[src/cem_pkg.sv]
// Package holding the constants of the configurable embedded multiplier.
package cem_pkg;
  localparam int unsigned CEM_WIDE_W = 18;
  localparam int unsigned CEM_NARROW_W = 9;
  localparam int unsigned CEM_PROD_W = 36;
  localparam int unsigned CEM_HALF_PROD_W = 18;
  localparam int unsigned CEM_LINK_IN_W = 16;
  localparam int unsigned CEM_LINK_OUT_W = 18;
  localparam int unsigned CEM_ADDR_W = 8;
  localparam logic [7:0] CEM_OFS_CFG = 8'h00;
  localparam logic [7:0] CEM_OFS_CTL = 8'h04;
  localparam logic [7:0] CEM_OFS_SIGN = 8'h08;
  localparam logic [7:0] CEM_OFS_OPA = 8'h0c;
  localparam logic [7:0] CEM_OFS_OPB = 8'h10;
  localparam logic [7:0] CEM_OFS_RES_LO = 8'h14;
  localparam logic [7:0] CEM_OFS_RES_HI = 8'h18;
  localparam logic [7:0] CEM_OFS_STATUS = 8'h1c;
  localparam int unsigned CEM_CFG_NARROW = 0;
  localparam int unsigned CEM_CFG_IN_REG = 1;
  localparam int unsigned CEM_CFG_OUT_REG = 2;
  localparam int unsigned CEM_CFG_LINK_SRC = 3;
  localparam int unsigned CEM_CTL_RUN = 0;
  localparam int unsigned CEM_CTL_CLKENA = 1;
  localparam int unsigned CEM_CTL_ACLR = 2;
  localparam int unsigned CEM_SIGN_A = 0;
  localparam int unsigned CEM_SIGN_B = 1;
  localparam int unsigned CEM_ST_SIGNED = 0;
  localparam int unsigned CEM_ST_LOCKED = 1;
  localparam int unsigned CEM_ST_VALID = 2;
  localparam logic [3:0] CEM_CFG_RESET = 4'h0;
  localparam logic [2:0] CEM_CTL_RESET = 3'h2;
  localparam logic [1:0] CEM_SIGN_RESET = 2'h0;
  typedef enum logic [1:0] {
    CEM_APB_IDLE = 2'b00,
    CEM_APB_ANSWER = 2'b01
  } cem_apb_e;
endpackage

[src/cem_mult_if.sv]
// Interface carrying operands, sign controls and product between top and core.
`timescale 1ns/1ps
`default_nettype none
interface cem_mult_if;
  import cem_pkg::*;
  logic narrow;
  logic sign_a;
  logic sign_b;
  logic [CEM_WIDE_W-1:0] op_a;
  logic [CEM_WIDE_W-1:0] op_b;
  logic [CEM_PROD_W-1:0] product;
  logic product_signed;
  modport top (output narrow, output sign_a, output sign_b, output op_a, output op_b,
    input product, input product_signed);
  modport core (input narrow, input sign_a, input sign_b, input op_a, input op_b,
    output product, output product_signed);
endinterface
`default_nettype wire

[src/cem_stage.sv]
// Optional register stage with shared enable and clear, or a plain bypass.
`timescale 1ns/1ps
`default_nettype none
module cem_stage #(
  parameter int unsigned WIDTH = 8
) (
  input wire logic ref_clk_i,
  input wire logic srst_i,
  input wire logic use_reg_i,
  input wire logic ena_i,
  input wire logic clr_i,
  input wire logic [WIDTH-1:0] d_i,
  output logic [WIDTH-1:0] q_o
);
  logic [WIDTH-1:0] q_reg;
  // Clear wins over the enable; enable low holds the stored value.
  always_ff @(posedge ref_clk_i) begin
    if (srst_i || clr_i) begin
      q_reg <= '0;
    end else if (ena_i) begin
      q_reg <= d_i;
    end
  end
  // The clear also masks the stored value at once, so it acts without waiting for an edge.
  always_comb begin
    if (!use_reg_i) begin
      q_o = d_i;
    end else if (clr_i) begin
      q_o = '0;
    end else begin
      q_o = q_reg;
    end
  end
endmodule // cem_stage
`default_nettype wire

[src/cem_core.sv]
// Multiplier array: one wide product or two independent narrow products.
`timescale 1ns/1ps
`default_nettype none
module cem_core
  import cem_pkg::*;
(
  cem_mult_if.core mif
);
  // Extends an 18-bit operand by one bit, signed or zero as its flag says.
  function automatic logic signed [CEM_WIDE_W:0] cem_ext18(input logic [CEM_WIDE_W-1:0] v,
                                                          input logic sgn);
    cem_ext18 = {sgn & v[CEM_WIDE_W-1], v};
  endfunction
  // Widens a 9-bit operand to 18 bits, signed or zero as its flag says.
  function automatic logic [CEM_WIDE_W-1:0] cem_ext9(input logic [CEM_NARROW_W-1:0] v,
                                                    input logic sgn);
    cem_ext9 = {{CEM_NARROW_W{sgn & v[CEM_NARROW_W-1]}}, v};
  endfunction
  // Full precision product; the 38-bit signed result holds every case exactly.
  function automatic logic [CEM_PROD_W-1:0] cem_mul(input logic [CEM_WIDE_W-1:0] a,
                                                   input logic sa,
                                                   input logic [CEM_WIDE_W-1:0] b,
                                                   input logic sb);
    logic signed [2*CEM_WIDE_W+1:0] p;
    p = cem_ext18(a, sa) * cem_ext18(b, sb);
    cem_mul = p[CEM_PROD_W-1:0];
  endfunction
  logic [CEM_PROD_W-1:0] wide_p;
  logic [CEM_PROD_W-1:0] lo_p;
  logic [CEM_PROD_W-1:0] hi_p;
  always_comb begin
    wide_p = cem_mul(mif.op_a, mif.sign_a, mif.op_b, mif.sign_b);
    // Both narrow halves share the single pair of sign flags.
    lo_p = cem_mul(cem_ext9(mif.op_a[CEM_NARROW_W-1:0], mif.sign_a), mif.sign_a,
                   cem_ext9(mif.op_b[CEM_NARROW_W-1:0], mif.sign_b), mif.sign_b);
    hi_p = cem_mul(cem_ext9(mif.op_a[CEM_WIDE_W-1:CEM_NARROW_W], mif.sign_a), mif.sign_a,
                   cem_ext9(mif.op_b[CEM_WIDE_W-1:CEM_NARROW_W], mif.sign_b), mif.sign_b);
    if (mif.narrow) begin
      mif.product = {hi_p[CEM_HALF_PROD_W-1:0], lo_p[CEM_HALF_PROD_W-1:0]};
    end else begin
      mif.product = wide_p;
    end
    mif.product_signed = mif.sign_a | mif.sign_b;
  end
endmodule // cem_core
`default_nettype wire

[src/cem_top.sv]
// Configurable embedded multiplier with APB registers and direct-link ports.
`timescale 1ns/1ps
`default_nettype none
module cem_top
  import cem_pkg::*;
(
  input wire logic ref_clk_i,
  input wire logic srst_i,
  input wire logic psel_i,
  input wire logic penable_i,
  input wire logic pwrite_i,
  input wire logic [CEM_ADDR_W-1:0] paddr_i,
  input wire logic [31:0] pwdata_i,
  output logic [31:0] prdata_o,
  output logic pready_o,
  output logic pslverr_o,
  input wire logic [CEM_LINK_IN_W-1:0] link_left_i,
  input wire logic [CEM_LINK_IN_W-1:0] link_right_i,
  output logic [CEM_LINK_OUT_W-1:0] link_left_o,
  output logic [CEM_LINK_OUT_W-1:0] link_right_o,
  output logic product_signed_o
);
  cem_mult_if mif ();

  logic [3:0] cfg_reg;
  logic [2:0] ctl_reg;
  logic [1:0] sign_reg;
  logic [CEM_WIDE_W-1:0] opa_reg;
  logic [CEM_WIDE_W-1:0] opb_reg;
  logic [CEM_PROD_W-1:0] result_reg;
  logic result_signed_reg;
  logic valid_reg;
  logic [1:0] pipe_reg;
  logic [1:0] pipe_next;
  cem_apb_e apb_reg;
  logic [31:0] prdata_reg;
  logic pready_reg;
  logic pslverr_reg;
  logic [CEM_LINK_OUT_W-1:0] link_left_reg;
  logic [CEM_LINK_OUT_W-1:0] link_right_reg;

  logic wr_fire;
  logic rd_fire;
  logic addr_ok;
  logic run;
  logic ena;
  logic clr;
  logic op_write;
  logic [CEM_WIDE_W-1:0] src_a;
  logic [CEM_WIDE_W-1:0] src_b;
  logic [CEM_WIDE_W-1:0] stg_a;
  logic [CEM_WIDE_W-1:0] stg_b;
  logic [1:0] stg_sign;
  logic [CEM_PROD_W:0] stg_prod;
  logic [1:0] stage_depth;

  // Decodes whether an offset names one of the eight registers.
  function automatic logic cem_mapped(input logic [CEM_ADDR_W-1:0] a);
    case (a)
      CEM_OFS_CFG, CEM_OFS_CTL, CEM_OFS_SIGN, CEM_OFS_OPA, CEM_OFS_OPB,
      CEM_OFS_RES_LO, CEM_OFS_RES_HI, CEM_OFS_STATUS: cem_mapped = 1'b1;
      default: cem_mapped = 1'b0;
    endcase
  endfunction

  assign addr_ok = cem_mapped(paddr_i);
  // A transfer completes on the edge where the registered ready is seen high.
  assign wr_fire = psel_i && penable_i && pready_reg && pwrite_i && addr_ok;
  assign rd_fire = psel_i && penable_i && pready_reg && !pwrite_i;
  assign run = ctl_reg[CEM_CTL_RUN];
  // One enable and one clear drive every stage of the block.
  assign ena = ctl_reg[CEM_CTL_CLKENA];
  assign clr = ctl_reg[CEM_CTL_ACLR];
  assign op_write = wr_fire && ((paddr_i == CEM_OFS_OPA) || (paddr_i == CEM_OFS_OPB));

  // APB answer: one wait state, so ready, data and error all come from flops.
  always_ff @(posedge ref_clk_i) begin
    if (srst_i) begin
      apb_reg <= CEM_APB_IDLE;
      pready_reg <= 1'b0;
      pslverr_reg <= 1'b0;
    end else begin
      case (apb_reg)
        CEM_APB_IDLE: begin
          if (psel_i && penable_i) begin
            apb_reg <= CEM_APB_ANSWER;
            pready_reg <= 1'b1;
            pslverr_reg <= !addr_ok;
          end
        end
        CEM_APB_ANSWER: begin
          apb_reg <= CEM_APB_IDLE;
          pready_reg <= 1'b0;
          pslverr_reg <= 1'b0;
        end
        default: begin
          apb_reg <= CEM_APB_IDLE;
          pready_reg <= 1'b0;
          pslverr_reg <= 1'b0;
        end
      endcase
    end
  end

  always_ff @(posedge ref_clk_i) begin
    if (srst_i) begin
      prdata_reg <= 32'h0000_0000;
    end else if (apb_reg == CEM_APB_IDLE && psel_i && penable_i && !pwrite_i) begin
      case (paddr_i)
        CEM_OFS_CFG: prdata_reg <= {28'h0, cfg_reg};
        CEM_OFS_CTL: prdata_reg <= {29'h0, ctl_reg};
        CEM_OFS_SIGN: prdata_reg <= {30'h0, sign_reg};
        CEM_OFS_OPA: prdata_reg <= {14'h0, opa_reg};
        CEM_OFS_OPB: prdata_reg <= {14'h0, opb_reg};
        CEM_OFS_RES_LO: prdata_reg <= result_reg[31:0];
        CEM_OFS_RES_HI: prdata_reg <= {28'h0, result_reg[CEM_PROD_W-1:32]};
        CEM_OFS_STATUS: prdata_reg <= {29'h0, valid_reg, run, result_signed_reg};
        default: prdata_reg <= 32'h0000_0000;
      endcase
    end else if (rd_fire) begin
      prdata_reg <= 32'h0000_0000;
    end
  end

  // Mode and stage use are frozen while running, so a write then is dropped.
  always_ff @(posedge ref_clk_i) begin
    if (srst_i) begin
      cfg_reg <= CEM_CFG_RESET;
    end else if (wr_fire && paddr_i == CEM_OFS_CFG && !run) begin
      cfg_reg <= pwdata_i[3:0];
    end
  end

  always_ff @(posedge ref_clk_i) begin
    if (srst_i) begin
      ctl_reg <= CEM_CTL_RESET;
    end else if (wr_fire && paddr_i == CEM_OFS_CTL) begin
      ctl_reg <= pwdata_i[2:0];
    end
  end

  // Sign flags may be rewritten at any time and feed the input stage with the data.
  always_ff @(posedge ref_clk_i) begin
    if (srst_i) begin
      sign_reg <= CEM_SIGN_RESET;
    end else if (wr_fire && paddr_i == CEM_OFS_SIGN) begin
      sign_reg <= pwdata_i[1:0];
    end
  end

  always_ff @(posedge ref_clk_i) begin
    if (srst_i) begin
      opa_reg <= '0;
    end else if (wr_fire && paddr_i == CEM_OFS_OPA) begin
      opa_reg <= pwdata_i[CEM_WIDE_W-1:0];
    end
  end

  always_ff @(posedge ref_clk_i) begin
    if (srst_i) begin
      opb_reg <= '0;
    end else if (wr_fire && paddr_i == CEM_OFS_OPB) begin
      opb_reg <= pwdata_i[CEM_WIDE_W-1:0];
    end
  end

  // Link inputs fill the low sixteen bits; the top bits come from the operand registers.
  always_comb begin
    if (cfg_reg[CEM_CFG_LINK_SRC]) begin
      src_a = {opa_reg[CEM_WIDE_W-1:CEM_LINK_IN_W], link_left_i};
      src_b = {opb_reg[CEM_WIDE_W-1:CEM_LINK_IN_W], link_right_i};
    end else begin
      src_a = opa_reg;
      src_b = opb_reg;
    end
  end

  cem_stage #(.WIDTH(2*CEM_WIDE_W+2)) u_in_stage (
    .ref_clk_i(ref_clk_i),
    .srst_i(srst_i),
    .use_reg_i(cfg_reg[CEM_CFG_IN_REG]),
    .ena_i(ena),
    .clr_i(clr),
    .d_i({sign_reg, src_a, src_b}),
    .q_o({stg_sign, stg_a, stg_b})
  );

  assign mif.narrow = cfg_reg[CEM_CFG_NARROW];
  assign mif.sign_a = stg_sign[CEM_SIGN_A];
  assign mif.sign_b = stg_sign[CEM_SIGN_B];
  assign mif.op_a = stg_a;
  assign mif.op_b = stg_b;

  cem_core u_core (
    .mif(mif)
  );

  cem_stage #(.WIDTH(CEM_PROD_W+1)) u_out_stage (
    .ref_clk_i(ref_clk_i),
    .srst_i(srst_i),
    .use_reg_i(cfg_reg[CEM_CFG_OUT_REG]),
    .ena_i(ena),
    .clr_i(clr),
    .d_i({mif.product_signed, mif.product}),
    .q_o(stg_prod)
  );

  // The final capture also honours enable and clear, as the input and output stages do.
  always_ff @(posedge ref_clk_i) begin
    if (srst_i || clr) begin
      result_reg <= '0;
      result_signed_reg <= 1'b0;
      link_left_reg <= '0;
      link_right_reg <= '0;
    end else if (ena && run) begin
      result_reg <= stg_prod[CEM_PROD_W-1:0];
      result_signed_reg <= stg_prod[CEM_PROD_W];
      link_left_reg <= stg_prod[CEM_LINK_OUT_W-1:0];
      link_right_reg <= stg_prod[CEM_PROD_W-1:CEM_LINK_OUT_W];
    end
  end

  // Number of register stages an operand must cross before the result capture sees it.
  assign stage_depth = {1'b0, cfg_reg[CEM_CFG_IN_REG]} + {1'b0, cfg_reg[CEM_CFG_OUT_REG]};

  // Counts enabled edges since the last operand write; it saturates, so run may come late.
  always_comb begin
    pipe_next = pipe_reg;
    if (op_write) begin
      pipe_next = 2'h0;
    end else if (ena && pipe_reg != 2'h3) begin
      pipe_next = pipe_reg + 2'h1;
    end
  end

  always_ff @(posedge ref_clk_i) begin
    if (srst_i || clr) begin
      pipe_reg <= 2'b00;
      valid_reg <= 1'b0;
    end else begin
      pipe_reg <= pipe_next;
      if (op_write) begin
        valid_reg <= 1'b0;
      end else if (ena && run && pipe_reg >= stage_depth) begin
        valid_reg <= 1'b1;
      end
    end
  end

  assign prdata_o = prdata_reg;
  assign pready_o = pready_reg;
  assign pslverr_o = pslverr_reg;
  assign link_left_o = link_left_reg;
  assign link_right_o = link_right_reg;
  assign product_signed_o = result_signed_reg;
endmodule // cem_top
`default_nettype wire

[config.mk]
export PLATFORM = sky130hd
export DESIGN_NAME = cem_top
export DESIGN_NICKNAME = d
export VERILOG_FILES = /design/src/cem_pkg.sv /design/src/cem_mult_if.sv /design/src/cem_stage.sv /design/src/cem_core.sv /design/src/cem_top.sv
export SDC_FILE = /design/constraint.sdc
export NUM_CORES = 2
export LEC_CHECK = 0
export ABC_CLOCK_PERIOD_IN_PS = 12400
export BUFFER_PORTS_ARGS = -buffer_cell sky130_fd_sc_hd__buf_2
export CAP_MARGIN = 20
export CORE_ASPECT_RATIO = 1.75
export CORE_MARGIN = 1.5
export CORE_UTILIZATION = 50
export CTS_BUF_LIST = sky130_fd_sc_hd__clkbuf_2 sky130_fd_sc_hd__clkbuf_4 sky130_fd_sc_hd__clkbuf_8
export DETAILED_ROUTE_END_ITERATION = 16
export GPL_TIMING_DRIVEN = 1
export HOLD_SLACK_MARGIN = 0.02
export PLACE_DENSITY = 0.67
export RECOVER_POWER = 100
export SKIP_LAST_GASP = 1
export SLEW_MARGIN = 20
export SYNTH_ARGS = -nofsm -noshare
export SYNTH_HDL_FRONTEND = slang
export SYNTH_SLANG_ARGS = --single-unit
export TNS_END_PERCENT = 50
[constraint.sdc]
create_clock -name ref_clk_i -period 12.4 [get_ports ref_clk_i]
set_input_delay 1.24 -clock ref_clk_i [delete_from_list [all_inputs] [get_ports ref_clk_i]]
set_output_delay 1.24 -clock ref_clk_i [all_outputs]
set_load 0.05 [all_outputs]
## Word-level counts from Yosys, hierarchy flattened

Memory sizes are Yosys's and may differ from the RTL's.
Index checks and enable logic that the tools add are counted.

| word-level totals | value |
|---|---|
| register bits after elaboration | 230 |
| bits in latches | 0 |
| RAM bits | 0 |
| ROM bits | 32 |
| logic and storage cells | 81 |
| memories kept | 1 |

| cells by class | value |
|---|---|
| $add $sub $neg | 2 |
| multipliers | 3 |
| divide/modulo/power cells | 0 |
| $lt $le $gt $ge | 1 |
| eq/ne operators | 8 |
| shift-type cells | 0 |
| mux-type cells | 11 |
| bitwise gates (word level) | 10 |
| reduce and logical (&&, ||, !) cells | 29 |

Memory list:

| memory | words | bits a word | rd ports | clocked after memory_dff | write ports | line | text |
|---|---|---|---|---|---|---|---|
| (no name shown) | 32 | 1 | 1 | 0 | 0 | cem_top.sv:59 | `case (a)` |

Operator list:

| cell | count |
|---|---|
| $pmux W32 S8 | 1 |
| $mux W38 | 2 |
| $mux W37 | 2 |
| $mux W32 | 2 |
| $mul A19 B19 Y18 | 2 |
| $mul A19 B19 Y36 | 1 |
| $mux W36 | 1 |
| $eq A8 B5 Y1 const B | 4 |
| $mux W16 | 2 |
| $logic_and A1 B1 Y1 | 18 |
| $eq A8 B4 Y1 const B | 2 |
| $and A1 B1 Y1 | 8 |
| $eq A8 B3 Y1 const B | 1 |
| $logic_not A8 Y1 | 1 |
| $reduce_or A2 Y1 | 2 |
| $logic_not A1 Y1 | 3 |
| $logic_not A3 Y1 | 1 |
| $add A1 B1 Y2 | 1 |
| $add A2 B1 Y2 const B | 1 |
| $ge A2 B2 Y1 | 1 |
| $logic_not A2 Y1 | 1 |
| $logic_or A1 B1 Y1 | 2 |
| $ne A2 B2 Y1 const B | 1 |
| $reduce_bool A2 Y1 | 1 |
| 3 further kinds | 3 |

## Depth between registers and ports, before layout

| logic depth | value |
|---|---|
| word-level depth | 7 |
| mapped depth | 32 |
| gate-level depth less buffers | 28 |

## Modules after synthesis

From an unflattened synthesis, not the netlist that was laid out.

| unflattened totals | value |
|---|---|
| cell total of the unflattened synthesis | 3412 |
| area total of the unflattened synthesis | 30625.6 µm² |

By module, submodules not included:

| module | instances | cells each | area each (µm²) |
|---|---|---|---|
| cem_core | 1 | 2352 | 21404.3 |
| cem_top | 1 | 568 | 5178.7 |
| cem_stage at u_in_stage | 1 | 249 | 2039.5 |
| cem_stage at u_out_stage | 1 | 243 | 2003.2 |

## Worst setup path after synthesis

OpenSTA, ideal clock, no wires.

| timing | value |
|---|---|
| kind | reg2reg |
| start point | register cfg_reg[1] |
| end point | register result_reg[34] |
| data arrival time | 7.781 ns |
| slack | 4.549 ns |
| stages on the path, launching flop included | 29 |
| path buffers | 6 |
| path through | dfxtp_1 > buf_4 > buf_2 > buf_6 > clkbuf_1 > buf_1 > nor2_1 > a31oi_1 > clkbuf_1 > nor2_1 > fa_1 > fa_1 > inv_1 > fa_1 > inv_1 > fa_1 > fa_1 > fa_1 > ha_1 > ha_1 > a21oi_2 > o22ai_1 > a221o_1 > o31a_1 > a221oi_4 > o21ai_0 > mux2i_1 > or3_1 > a21oi_1 |

| on the way | value |
|---|---|
| cells in the longest elaborated chain, start to end | 5 |
| elaborated cells on any way between the ends | 7 |
| those cells by class | 2 x mul; 3 x mux; 2 x bitwise |

Ends and longest elaborated chain:

| what | line | text |
|---|---|---|
| from (decl) | cem_top.sv:25 | `logic [3:0] cfg_reg;` |
| from (signal assigned) | cem_top.sv:130 | `cfg_reg <= pwdata_i[3:0];` |
| $mux W38 * | cem_stage.sv:26 | `if (!use_reg_i) begin` |
| $and A1 B1 Y1 | cem_core.sv:12, cem_core.sv:17 |  |
| $mul A19 B19 Y36 / $mul A19 B19 Y18 (equally long branches) | cem_core.sv:25 | `p = cem_ext18(a, sa) * cem_ext18(b, sb);` |
| $mux W36 * | cem_core.sv:38 | `if (mif.narrow) begin` |
| $mux W37 * | cem_stage.sv:26 |  |
| to (signal assigned) | cem_top.sv:216 | `result_reg <= stg_prod[CEM_PROD_W-1:0];` |
| to (decl) | cem_top.sv:30 | `logic [CEM_PROD_W-1:0] result_reg;` |

Every way passes the cells marked *; elsewhere a longest branch is shown, timed or not.
A chain may end at the register's enable or synchronous reset.

## Final worst setup path

| timing | value |
|---|---|
| start point | register cfg_reg[3] |
| end point | register result_reg[32] |

| on the way | value |
|---|---|
| cells in the longest elaborated chain, start to end | 5 |
| elaborated cells on any way between the ends | 7 |
| those cells by class | 2 x mul; 5 x mux |

Ends and longest elaborated chain:

| what | line | text |
|---|---|---|
| $mux W16 | cem_top.sv:169 | `if (cfg_reg[CEM_CFG_LINK_SRC]) begin` |
| $mux W38 * | cem_stage.sv:26 |  |
| $mul A19 B19 Y36 / $mul A19 B19 Y18 (equally long branches) | cem_core.sv:25 |  |
| $mux W36 * | cem_core.sv:38 |  |
| $mux W37 * | cem_stage.sv:26 |  |

Marked as above.

==> flow_metrics.tcl <==
set metrics [dict create \
    status "finished, violations left" \
    grt_pass1_wl_um 140000 \
    final_min_period_over_clock_period_pct 83.6 \
    synth_cell_types 74 \
    finalInstanceArea_sq_um 31400 \
    yosys_warnings 0 \
    io_pins 148 \
    grt_max_degree 83 \
    post_detail_place_hpwl_um 73000 \
    reg2reg_depth 23 \
    fillCellCount 5658 \
    crit-reg2reg-launch "cfg_reg[3]" \
    worst_slew_pin_slew_ns 3.98 \
    power_per_cell_area_nw_per_um2 35.7 \
    cts.reportedPaths.clkPinSlew_ns 0.09 \
    ys_ff_latch 194 \
    setup_violations 0 \
    worst-endpoint-arrival_ns 10.75 \
    detail_route.vias_per_cell 5.62 \
    die_w_um 187 \
    post_cts_hold_buffer_count 0 \
    drt_iter0_drc 1739 \
    core-area_sq_um 58900 \
    post_synth_inst_count 3378 \
    final_nets 4294 \
    start_util_pct 50.4 \
    largest_buffer_count_on_any_clock_path 2 \
    finalClockSkew_ns 0.0110 \
    worst_slew_margin_rel_pct -165 \
    cts_tree "yes" \
    setup_tns_ns 0 \
    tritoncts.num_buffers 17 \
    mostFrequentLayoutCell "inv_1" \
    timing_max_transition_violations_final 206 \
    ys_dominant_reg_cell "dfxtp_1" \
    drt-wirelength-per-cell_um 21.6 \
    cap_violations 4 \
    place.port_buffers 133 \
    power_leakage_nw 15.8 \
    vdd_ir_drop_max_uv 80.1 \
    crit_path_end_kind "flop" \
    synth.largest_area_cell "fa_1" \
    clkSinkCount 194 \
    post_cts_buffers 0 \
    cts.htree.levels 4 \
    routed_wirelength_um 91000 \
    finalWorstPathRequiredPeriod_ns 10.37 \
    r2r_end "result_reg[32]" \
    cts_resized 0 \
    asyncSetResetFlopFracSynth_pct 0 \
    flip_flop_count_of_the_largest_register_all_copies_and_words_added 38 \
    synth_enable_flop_cells 0 \
    timing.hold.worst.start "u_out_stage.q_reg[35]" \
    most-common-layout-cells "706 x inv_1, 549 x fa_1, 369 x nor2_1, 354 x nand2_1, 240 x ha_1" \
    r2r_slack_ns 2.03 \
    die-area_sq_um 60900 \
    mappedNetlistArea_sq_um 29700 \
    die_h_um 325 \
    synth.area.top_cells "fa_1 37%, dfxtp_1 13%, ha_1 10%" \
    max_freq_mhz 96.4 \
    worst_hold_path_stage_count 2 \
    timing.setup.critical_path_class "flop to flop" \
    number_of_global_route_vias_before_repair 24720 \
    floorplan.rows 118 \
    grt.overflow.total 0 \
    ant_nets 0 \
    vias 23711 \
    hold-path-endpoint "u_out_stage.q_reg[35]" \
    clock_latency_on_the_worst_skew_pair_ns 0.48 \
    setup.worst_path.start_class "flop" \
    rsz_0062_raised_after_global_routing "no" \
    worst-path-max-fanout 34 \
    sequential_fraction_of_the_synthesis_area_pct 13.1 \
    whs_ns 0.478 \
    drc_errors 0 \
    antenna_violations_before_repair 1 \
    area_growth_pct 5.84 \
    post_route_cells_drive_above_1_share_pct 5.61 \
    cts.root.buffer_cell "clkbuf_8" \
    failing_checks "capacitance limit, slew limit" \
    dpl_cell_area_sq_um 31100 \
    place.gp.congestion 0.950 \
    worstHoldPathType "flop to flop" \
    detailedRoute.firstPassIterationCount 6 \
    antenna_cells 0 \
    grt_util_all_layers_pct 30.6 \
    timing_hold_violations_final 0 \
    synthesis.nets 4244 \
    syn-mean-instance-area_sq_um 8.79 \
    synth_largest_type_area_fraction_pct 37.0 \
    worstPathRequired_ns 12.78 \
]
power by group:
group	switching, mW	internal [mW]
Combinational	0.0257	0.0125
Sequential	0.00151	0.624
Clock	0.235	0.222
worst max-delay path, stage by stage (launching register included):
cell,delay (ns)
dfxtp_1,0.32
clkbuf_1,1.68
mux2i_1,0.57
nor2_1,0.28
a31o_1,0.80
nand2_1,0.25
fa_1,0.48
fa_1,0.51
fa_1,0.52
fa_1,0.56
inv_1,0.05
fa_1,0.54
fa_1,0.45
ha_1,0.29
ha_1,0.36
inv_1,0.15
o22ai_1,0.13
a221o_1,0.36
o31a_1,0.37
a221oi_1,0.69
a31oi_1,0.22
mux2i_1,0.30
nand4_1,0.14
and2_1,0.22
metrics by stage:
| stage | setup slack, ns | power, mW | std cells | utilization, % |
|---|---|---|---|---|
| CTS | 3.54 | 1.12 | 4221 | 53.5 |
| floorplan | 4.55 | 0.660 | 3378 | - |
| detailed placement | 3.29 | 0.678 | 4189 | 52.8 |
| global placement | 3.29 | 0.678 | 4189 | 52.8 |
| finish | 2.03 | 1.12 | 4221 | 53.3 |
| global route | 1.55 | 1.15 | 4221 | 53.3 |
worst max path at each step:
stage,from,endpoint,slack [ns],cells past startpoint
3_5_place_dp,link_left_i[4],result_reg[25],3.29,27
5_1_grt,cfg_reg[3],result_reg[34],1.55,26
4_1_cts,cfg_reg[1],result_reg[25],3.54,25
3_3_place_gp,link_left_i[4],result_reg[25],3.29,27
2_1_floorplan,cfg_reg[1],result_reg[34],4.55,28
6_report,cfg_reg[3],result_reg[32],2.03,23
logic make-up (layout without fill, tap and decap cells):
kind of cell               count (synthesis)  count (layout)  synth area share [%]
DFF                                      194             194                  13.1
adders and majority gates                789             789                  47.2
and+or+nand+nor                          871             871                  12.3
AOI/OAI and AO/OA                        494             494                  10.9
buffers and inverters                    865             928                  11.2
muxes                                     62              62                  2.12
xor gates and xnor gates                 103             103                  3.27
layer usage:
metal | GRT usage [%] | share of wire, % | vias to the layer above
met5 | 0 | 0.014 | -
met4 | 26.5 | 10 | 2
met3 | 3.88 | 5.8 | 333
met2 | 53.5 | 50 | 934
met1 | 32.5 | 33 | 11804
li1 | - | - | 10638
layout make-up:
| type | count | area (sq um) | area share (%) |
|---|---|---|---|
| Multi-Input combinational cell | 2319 | 22500 | 71.6 |
| Sequential cell | 194 | 3890 | 12.4 |
| Inverter | 710 | 2670 | 8.48 |
| Tap cell | 780 | 976 | 3.11 |
| Timing Repair Buffer | 186 | 960 | 3.06 |
| Clock buffer | 21 | 289 | 0.920 |
| Clock inverter | 11 | 151 | 0.482 |
cell usage after synthesis, types with 4 or more instances:
library cell / number
fa_1: 549
o21a_1: 28
nand2b_1: 12
clkbuf_1: 122
nor2_1: 370
xnor2_1: 74
a222oi_1: 17
xor2_1: 24
o21ai_0: 75
buf_1: 13
nand3_1: 38
a31oi_1: 40
and2_1: 9
a311oi_1: 6
buf_6: 6
mux2i_1: 58
nand4_1: 8
nand3b_1: 18
buf_2: 10
a221oi_1: 6
o21ai_2: 8
o21bai_1: 12
a21o_1: 16
a22oi_1: 18
xnor3_1: 5
a2111oi_0: 4
or3_1: 6
a211oi_1: 51
ha_1: 240
a21oi_1: 143
nor3_1: 14
and4_1: 4
o211ai_1: 7
a31o_2: 20
nand2_1: 354
nor4_1: 6
o21ai_1: 12
nor3b_1: 5
nor2b_1: 15
inv_1: 706
dfxtp_1: 194
(Power assumes the default switching activity.)
